`src/hw/cvcfg_defs.svh`:
```
// Offsets, field positions, reset values and constants of the converter config bank
`ifndef CVCFG_DEFS_SVH
`define CVCFG_DEFS_SVH

// ==========================================
// Register offsets
`define CVCFG_OFS_CCD_CFG 8'hd8
`define CVCFG_OFS_IOV_THR 8'hda

// ==========================================
// Reset values and the value read at unmapped offsets
`define CVCFG_RST_CCD_CFG 8'h8b
`define CVCFG_RST_IOV_THR 8'hff
`define CVCFG_RD_UNMAPPED 8'h00

// ==========================================
// Field positions in the compensation and driver byte
`define CVCFG_FB_DIV_BIT 7
`define CVCFG_CDC_EN_BIT 6
`define CVCFG_CABLE_DROP_COMP_GAIN_HI 5
`define CVCFG_CABLE_DROP_COMP_GAIN_LO 4
`define CVCFG_DRV_SEQ_HI 3
`define CVCFG_DRV_SEQ_LO 2
`define CVCFG_DRV_SUP_HI 1
`define CVCFG_DRV_SUP_LO 0

// ==========================================
// Threshold code to millivolt mapping
`define CVCFG_THR_SEG_LAST 8'h94
`define CVCFG_THR_SEG2_FIRST 8'h95
`define CVCFG_THR_BASE_MV 16'h128e
`define CVCFG_THR_STEP1_MV 16'h007d
`define CVCFG_THR_SEG2_MV 16'h5bcc
`define CVCFG_THR_STEP2_MV 16'h00fa

// ==========================================
// Serial interface
`define CVCFG_I2C_ADDR 7'h30
`define CVCFG_BITS_PER_BYTE 4'h8

`endif

```
`src/hw/cvcfg_pkg.sv`:
```
// Types shared by the converter config bank modules
package cvcfg_pkg;

	// ==========================================
	// Serial protocol states
	typedef enum logic [3:0] {
		CVCFG_IDLE,
		CVCFG_ADDR,
		CVCFG_ACK_ADDR,
		CVCFG_PTR,
		CVCFG_ACK_PTR,
		CVCFG_WDATA,
		CVCFG_ACK_WDATA,
		CVCFG_RDATA,
		CVCFG_RACK
	} cvcfg_fsm_t;

	// ==========================================
	// Pin conditioner state
	typedef struct packed {
		logic [2:0] scl_ff;
		logic [2:0] sda_ff;
		logic scl_lvl;
		logic sda_lvl;
		logic scl_rise;
		logic scl_fall;
		logic start;
		logic stop;
	} cvcfg_sync_t;

	// ==========================================
	// Register bank state
	typedef struct packed {
		cvcfg_fsm_t state;
		logic [7:0] sh;
		logic [3:0] cnt;
		logic rw;
		logic nack;
		logic [7:0] ptr;
		logic [7:0] cfg;
		logic [7:0] thr;
		logic [15:0] thr_mv;
		logic prot;
		logic regul;
		logic sda_oe;
	} cvcfg_state_t;

endpackage : cvcfg_pkg

```
`src/hw/cvcfg_pin_if.sv`:
```
// Conditioned serial pin levels and events between conditioner and bank
interface cvcfg_pin_if;
	logic scl;
	logic sda;
	logic scl_rise;
	logic scl_fall;
	logic start;
	logic stop;

	// Conditioner drives, bank reads
	modport src (output scl, sda, scl_rise, scl_fall, start, stop);
	modport snk (input scl, sda, scl_rise, scl_fall, start, stop);
endinterface : cvcfg_pin_if

```
`src/hw/cvcfg_pin_sync.sv`:
```
// Three-stage pin conditioner with start and stop detection
`include "cvcfg_defs.svh"

module cvcfg_pin_sync (
	// Clock and reset
	input wire logic mclk_i,
	input wire logic srst_i,
	// Raw pins
	input wire logic scl_i,
	input wire logic sda_i,
	// Conditioned levels and events
	cvcfg_pin_if.src pin
);
	import cvcfg_pkg::*;

	cvcfg_sync_t s_q;
	cvcfg_sync_t s_d;

	// ==========================================
	// Next state: level accepted once stages two and three agree
	always_comb begin
		s_d = s_q;
		s_d.scl_ff = {s_q.scl_ff[1:0], scl_i};
		s_d.sda_ff = {s_q.sda_ff[1:0], sda_i};
		if (s_q.scl_ff[1] == s_q.scl_ff[2]) begin
			s_d.scl_lvl = s_q.scl_ff[1];
		end
		if (s_q.sda_ff[1] == s_q.sda_ff[2]) begin
			s_d.sda_lvl = s_q.sda_ff[1];
		end
		s_d.scl_rise = ~s_q.scl_lvl & s_d.scl_lvl;
		s_d.scl_fall = s_q.scl_lvl & ~s_d.scl_lvl;
		s_d.start = s_q.scl_lvl & s_d.scl_lvl & s_q.sda_lvl & ~s_d.sda_lvl;
		s_d.stop = s_q.scl_lvl & s_d.scl_lvl & ~s_q.sda_lvl & s_d.sda_lvl;
	end

	// ==========================================
	// State register, bus idles high
	always_ff @(posedge mclk_i) begin
		if (srst_i) begin
			s_q <= '{scl_ff: 3'h7, sda_ff: 3'h7, scl_lvl: 1'b1, sda_lvl: 1'b1, default: 1'b0};
		end else begin
			s_q <= s_d;
		end
	end

	// Outputs
	assign pin.scl = s_q.scl_lvl;
	assign pin.sda = s_q.sda_lvl;
	assign pin.scl_rise = s_q.scl_rise;
	assign pin.scl_fall = s_q.scl_fall;
	assign pin.start = s_q.start;
	assign pin.stop = s_q.stop;

endmodule : cvcfg_pin_sync

```
`src/hw/cvcfg_top.sv`:
```
// Converter compensation, driver and input threshold registers behind a serial slave
`include "cvcfg_defs.svh"

module cvcfg_top (
	// Clock and reset
	input wire logic mclk_i,
	input wire logic srst_i,
	// Serial pins, data is open drain
	input wire logic scl_i,
	input wire logic sda_i,
	output logic sda_o,
	output logic sda_oe_o,
	// Threshold function select
	input wire logic input_regulation_select_i,
	// Configuration outputs
	output logic fb_div_select_o,
	output logic cable_drop_comp_enable_o,
	output logic [1:0] cable_drop_comp_gain_o,
	output logic [1:0] fet_driver_sequencing_o,
	output logic [1:0] fet_driver_supply_select_o,
	output logic [7:0] input_threshold_code_o,
	output logic [15:0] input_threshold_mv_o,
	output logic protect_active_o,
	output logic regulate_active_o
);
	import cvcfg_pkg::*;

	cvcfg_pin_if pin ();
	cvcfg_state_t s_q;
	cvcfg_state_t s_d;
	logic [7:0] rd_byte;

	// ==========================================
	// Pin conditioning
	cvcfg_pin_sync u_sync (
		.mclk_i(mclk_i),
		.srst_i(srst_i),
		.scl_i(scl_i),
		.sda_i(sda_i),
		.pin(pin)
	);

	// ==========================================
	// Helpers
	// Threshold code to millivolts
	function automatic logic [15:0] code_to_mv(input logic [7:0] code);
		logic [15:0] c;
		c = {8'h00, code};
		if (code <= `CVCFG_THR_SEG_LAST) begin
			code_to_mv = `CVCFG_THR_BASE_MV + c * `CVCFG_THR_STEP1_MV;
		end else begin
			code_to_mv = `CVCFG_THR_SEG2_MV +
				(c - {8'h00, `CVCFG_THR_SEG2_FIRST}) * `CVCFG_THR_STEP2_MV;
		end
	endfunction : code_to_mv

	// Readback mux, unmapped offsets read zero
	always_comb begin
		case (s_q.ptr)
			`CVCFG_OFS_CCD_CFG: rd_byte = s_q.cfg;
			`CVCFG_OFS_IOV_THR: rd_byte = s_q.thr;
			default: rd_byte = `CVCFG_RD_UNMAPPED;
		endcase
	end

	// ==========================================
	// Protocol and register next state
	// A stop or start overrides every state, so a cut frame
	// always returns the slave to a known place. The pointer
	// persists across frames and is never incremented, so
	// extra data bytes land on the same register again.
	always_comb begin
		s_d = s_q;
		s_d.thr_mv = code_to_mv(s_q.thr);
		s_d.prot = ~input_regulation_select_i;
		s_d.regul = input_regulation_select_i;
		if (pin.stop) begin
			s_d.state = CVCFG_IDLE;
			s_d.sda_oe = 1'b0;
		end else if (pin.start) begin
			s_d.state = CVCFG_ADDR;
			s_d.cnt = 4'h0;
			s_d.sda_oe = 1'b0;
		end else begin
			case (s_q.state)
				CVCFG_IDLE: begin
					s_d.sda_oe = 1'b0;
				end
				CVCFG_ADDR, CVCFG_PTR, CVCFG_WDATA: begin
					// Shift in on rise, act after eighth bit on fall
					if (pin.scl_rise) begin
						s_d.sh = {s_q.sh[6:0], pin.sda};
						s_d.cnt = s_q.cnt + 4'h1;
					end
					if (pin.scl_fall && s_q.cnt == `CVCFG_BITS_PER_BYTE) begin
						s_d.cnt = 4'h0;
						s_d.sda_oe = 1'b1;
						if (s_q.state == CVCFG_ADDR) begin
							if (s_q.sh[7:1] == `CVCFG_I2C_ADDR) begin
								s_d.rw = s_q.sh[0];
								s_d.state = CVCFG_ACK_ADDR;
							end else begin
								s_d.sda_oe = 1'b0;
								s_d.state = CVCFG_IDLE;
							end
						end else if (s_q.state == CVCFG_PTR) begin
							s_d.ptr = s_q.sh;
							s_d.state = CVCFG_ACK_PTR;
						end else begin
							// Whole-byte write to the addressed register
							if (s_q.ptr == `CVCFG_OFS_CCD_CFG) begin
								s_d.cfg = s_q.sh;
							end else if (s_q.ptr == `CVCFG_OFS_IOV_THR) begin
								s_d.thr = s_q.sh;
							end
							s_d.state = CVCFG_ACK_WDATA;
						end
					end
				end
				CVCFG_ACK_ADDR: begin
					// Read frames preload the addressed byte and drive bit seven
					if (pin.scl_fall) begin
						if (s_q.rw) begin
							s_d.sh = rd_byte;
							s_d.sda_oe = ~rd_byte[7];
							s_d.cnt = 4'h1;
							s_d.state = CVCFG_RDATA;
						end else begin
							s_d.sda_oe = 1'b0;
							s_d.state = CVCFG_PTR;
						end
					end
				end
				CVCFG_ACK_PTR, CVCFG_ACK_WDATA: begin
					if (pin.scl_fall) begin
						s_d.sda_oe = 1'b0;
						s_d.state = CVCFG_WDATA;
					end
				end
				CVCFG_RDATA: begin
					// Shift out on fall, release for master acknowledge
					if (pin.scl_fall) begin
						if (s_q.cnt == `CVCFG_BITS_PER_BYTE) begin
							s_d.sda_oe = 1'b0;
							s_d.cnt = 4'h0;
							s_d.state = CVCFG_RACK;
						end else begin
							s_d.sda_oe = ~s_q.sh[6];
							s_d.sh = {s_q.sh[6:0], 1'b0};
							s_d.cnt = s_q.cnt + 4'h1;
						end
					end
				end
				CVCFG_RACK: begin
					// Master acknowledge rereads the same register, nack ends it
					if (pin.scl_rise) begin
						s_d.nack = pin.sda;
					end
					if (pin.scl_fall) begin
						if (s_q.nack) begin
							s_d.state = CVCFG_IDLE;
						end else begin
							s_d.sh = rd_byte;
							s_d.sda_oe = ~rd_byte[7];
							s_d.cnt = 4'h1;
							s_d.state = CVCFG_RDATA;
						end
					end
				end
				default: begin
					s_d.state = CVCFG_IDLE;
					s_d.sda_oe = 1'b0;
				end
			endcase
		end
	end

	// ==========================================
	// State register with documented reset values
	// The millivolt view is seeded from the threshold reset
	// code so that it agrees with the code from the first cycle.
	always_ff @(posedge mclk_i) begin
		if (srst_i) begin
			s_q <= '{state: CVCFG_IDLE,
				cfg: `CVCFG_RST_CCD_CFG,
				thr: `CVCFG_RST_IOV_THR,
				thr_mv: code_to_mv(`CVCFG_RST_IOV_THR),
				prot: 1'b1,
				default: '0};
		end else begin
			s_q <= s_d;
		end
	end

	// ==========================================
	// Outputs straight from the state register
	// The data pin is open drain: the enable is the only
	// live control, the driven level is always low.
	assign sda_o = 1'b0; // Open drain, only low is driven
	assign sda_oe_o = s_q.sda_oe;
	assign fb_div_select_o = s_q.cfg[`CVCFG_FB_DIV_BIT];
	assign cable_drop_comp_enable_o = s_q.cfg[`CVCFG_CDC_EN_BIT];
	assign cable_drop_comp_gain_o = s_q.cfg[`CVCFG_CABLE_DROP_COMP_GAIN_HI:`CVCFG_CABLE_DROP_COMP_GAIN_LO];
	assign fet_driver_sequencing_o = s_q.cfg[`CVCFG_DRV_SEQ_HI:`CVCFG_DRV_SEQ_LO];
	assign fet_driver_supply_select_o = s_q.cfg[`CVCFG_DRV_SUP_HI:`CVCFG_DRV_SUP_LO];
	assign input_threshold_code_o = s_q.thr;
	assign input_threshold_mv_o = s_q.thr_mv;
	assign protect_active_o = s_q.prot;
	assign regulate_active_o = s_q.regul;

endmodule : cvcfg_top

```
`config.mk`:
```
export PLATFORM = sky130hd
export DESIGN_NAME = cvcfg_top
export DESIGN_NICKNAME = d
export VERILOG_FILES = /design/src/hw/cvcfg_pkg.sv /design/src/hw/cvcfg_pin_if.sv /design/src/hw/cvcfg_pin_sync.sv /design/src/hw/cvcfg_top.sv
export VERILOG_INCLUDE_DIRS = /design/src /design/src/hw
export SDC_FILE = /design/constraint.sdc
export NUM_CORES = 1
export LEC_CHECK = 0
export BUFFER_PORTS_ARGS = -buffer_cell sky130_fd_sc_hd__buf_2
export CAP_MARGIN = 0
export CORE_MARGIN = 4
export CORE_UTILIZATION = 60
export CTS_BUF_LIST = sky130_fd_sc_hd__clkbuf_4 sky130_fd_sc_hd__clkbuf_8
export CTS_CLUSTER_DIAMETER = 120
export CTS_CLUSTER_SIZE = 25
export DETAILED_ROUTE_END_ITERATION = 6
export GPL_ROUTABILITY_DRIVEN = 0
export PLACE_DENSITY = 0.79
export SYNTH_ARGS = -nofsm -noshare
export SYNTH_HDL_FRONTEND = slang
export SYNTH_SLANG_ARGS = --single-unit
```
`constraint.sdc`:
```
create_clock -name mclk_i -period 8.4 [get_ports mclk_i]
set_input_delay 0.84 -clock mclk_i [delete_from_list [all_inputs] [get_ports mclk_i]]
set_output_delay 0.84 -clock mclk_i [all_outputs]
set_load 0.005 [all_outputs]
```
==> results.yml <==
synthesis:
  syn_nets: 919
  yosys.cell_types.count: 67
  async_flop_share_pct: 0
  yosysWarnings: 0
  yosysSeqAreaShare_pct: 21.36
  synth_edf_count: 0
  yosys.cell_count.top_type: "inv_1"
  synthTopCellsByArea: "dfxtp_1, ha_1, fa_1"
  ys_dominant_reg_cell: "dfxtp_1"
  syn_area_per_cell_um2: 8.728
  syn-instance-count: 784
  post-synth-top-area-cell: "dfxtp_1"
  synth_area_mm2: 0.006843
  yosys.area.top_type_share_pct: 21.36
  ys_ff_latch: 73
  ys_top_cells_by_count: "inv_1, ha_1, dfxtp_1, nand2_1, nor2_1"
sta:
  finalHoldViolations: 0
  timing.slew.headroom_pct: 32.13
  worst_pin_slew_ns: 1.016
  fin_setup_tns_ns: 0
  final-max-slew-violation-count: 0
  rsz0062_at_grt: "no"
  skew_ns: 0.008627
  max_freq_ghz: 0.1574
  finalCritPeriodShare_pct: 75.64
  min_period_ns: 6.354
  whs_ns: 0.4145
  setup-violations-final: 0
drt:
  vias_per_cell: 5.943
  wire_per_inst_um: 16.74
  drc: 0
  ant_nets: 0
  firstDrtPassIters: 6
  vias: 5521
  wirelength_mm: 15.55
  initialDrtViolationCount: 443
global_routing:
  grt_max_degree: 50
  grt_pass1_vias: 5395
  grt_pass1_wl_mm: 25.94
  antenna_found_initial: 0
  grt.overflow.total: 0
  grt.total_usage_pct: 24.50
clock_network:
  holdBufCountCts: 0
  cts_resized: 0
  clockBufferDepth: 2
  numCtsBuffers: 9
  root_buffer: "clkbuf_8"
  postCtsSetupRepairBufs: 0
  clk_pin_slew_ns: 0.08
  cts.htree.levels: 3
  cts_tree: "built"
  clock_latency_ns: 0.36
  clock-sinks: 73
run:
  drv_cap: 0
finish:
  nFillCells: 894
  syn_to_final_growth_pct: 4.224
  drive_above_1_share_pct: 9.632
  stdcell_count: 929
  antennaDiodeCount: 0
  nets: 919
floorplanning:
  die_w_um: 114.8
  coreArea_mm2: 0.01098
  fp-row-count: 38
  die_h_um: 114.8
  start_util_pct: 62.30
  dieArea_mm2: 0.01318
  io-pin-count: 41
critical_path:
  reg2reg_depth: 22
  r2r-start: "input_threshold_code_o[0]"
  r2r_end: "input_threshold_mv_o[15]"
  arrival_ns: 6.64
  cp_max_fo: 12
  crit_type: "reg -> reg"
  cp.required_ns: 8.69
  cp-end-kind: "flop"
  start_kind: "flop"
  worstSetupStartpoint: "input_threshold_code_o[0]"
  r2r_slack_ns: 2.05
place:
  io_buffers: 39
  hpwl_mm: 12.02
  dp_cells: 913
hold_path:
  min_to: "u_sync.s_d[8]"
  hold_depth: 1
  hp-start: "u_sync.s_d[7]"
  min_path_type: "reg -> reg"
power:
  p_per_area_mw_per_mm2: 91.41
  leakage_nw: 3.253
  irDropWorstVdd_v: 0.0001343
outcome:
  status: "finished, final reports clean"
-- stage by stage --
step,setup slack [ns],util [%],cell area (um^2),total power [mW]
global placement,2.269,63.02,6922,0.3676
finish,2.046,64.94,7132,0.6519
floorplan,2.485,-,6843,0.3643
CTS,2.063,64.94,7132,0.6564
global route,1.643,64.94,7132,0.6731
detailed placement,2.083,63.02,6922,0.3679
-- layer usage --
layer	up-vias	share of wire [%]	GRT usage [%]
met5	-	0	0
met4	0	1.9	7.746
li1	2639	-	-
met1	2608	46	34.80
met2	244	45	37.87
met3	30	7.4	4.789
-- cell type report --
class | instances | area [um^2] | area share [%]
sequential | 73 | 1461 | 20.49
multi-input combinational | 568 | 4726 | 66.26
clock buffer | 12 | 158.9 | 2.228
tap | 140 | 175.2 | 2.456
clock inverter | 4 | 51.30 | 0.7193
timing repair buffer | 43 | 225.2 | 3.158
inverter | 89 | 334.1 | 4.684
-- registers in the layout, indices dropped and copies added (netlist names) --
signal	count
s_q	26
input_threshold_mv_o	16
input_threshold_code_o	8
u_sync.s_d	4
cable_drop_comp_gain_o	2
fet_driver_sequencing_o	2
fet_driver_supply_select_o	2
u_sync.s_q	2
cable_drop_comp_enable_o	1
fb_div_select_o	1
protect_active_o	1
regulate_active_o	1
sda_oe_o	1
u_sync.pin.scl	1
u_sync.pin.scl_fall	1
u_sync.pin.scl_rise	1
u_sync.pin.sda	1
u_sync.pin.start	1
u_sync.pin.stop	1
-- cell usage in the layout, fill, tap and decap left out, drive strengths merged, types with 7 or more instances in the layout --
cell,count
nand2b,9
mux2i,36
a21o,9
o211ai,7
a21oi,39
ha,85
xnor2,32
a211oi,10
inv,89
dfxtp,73
nand2,67
or2,8
buf,43
nand3,16
nor2b,9
xor2,10
fa,45
nor3,13
clkbuf,12
o21ai,38
nor2,48
-- power breakdown --
| group | total [mW] | internal, mW | switching (mW) |
|---|---|---|---|
| clock | 0.292 | 0.157 | 0.135 |
| sequential | 0.349 | 0.348 | 0.00120 |
| combinational | 0.0113 | 0.00314 | 0.00813 |
-- how the worst max path moves through the flow --
stage	endpoint	cells past startpoint	slack, ns
floorplan	input_threshold_mv_o[15]	23	2.48
global placement	input_threshold_mv_o[15]	22	2.27
detailed placement	input_threshold_mv_o[15]	22	2.08
CTS	input_threshold_mv_o[15]	22	2.06
global route	input_threshold_mv_o[15]	22	1.64
finish	input_threshold_mv_o[15]	22	2.05
-- cells by family (layout without fill, tap and decap cells) --
family,after synthesis,after routing,share of synthesized area (%)
AO/OA/AOI/OAI,151,151,14.52
XOR/XNOR,42,42,5.376
adder cells (fa/ha/maj),130,130,28.71
buffers and inverters,143,148,9.581
flip-flops,73,73,21.36
multiplexers,37,37,5.431
other,1,1,0.05480
AND/OR/NAND/NOR,207,207,14.98
-- critical path, cell delays in order, from the launching register on --
cell,delay (ns)
dfxtp_1,0.64
inv_1,0.26
ha_1,0.31
nand2b_1,0.19
nand2_1,0.12
a21o_1,0.14
xnor2_1,0.25
inv_1,0.19
fa_1,0.57
inv_1,0.06
fa_1,0.49
inv_1,0.05
fa_1,0.49
inv_1,0.05
fa_1,0.50
inv_1,0.04
ha_1,0.20
or4_4,0.49
o31a_1,0.29
o21ai_1,0.26
o2111ai_1,0.23
a31o_1,0.29
a41oi_2,0.17
Power figures use the tool's default switching activity.
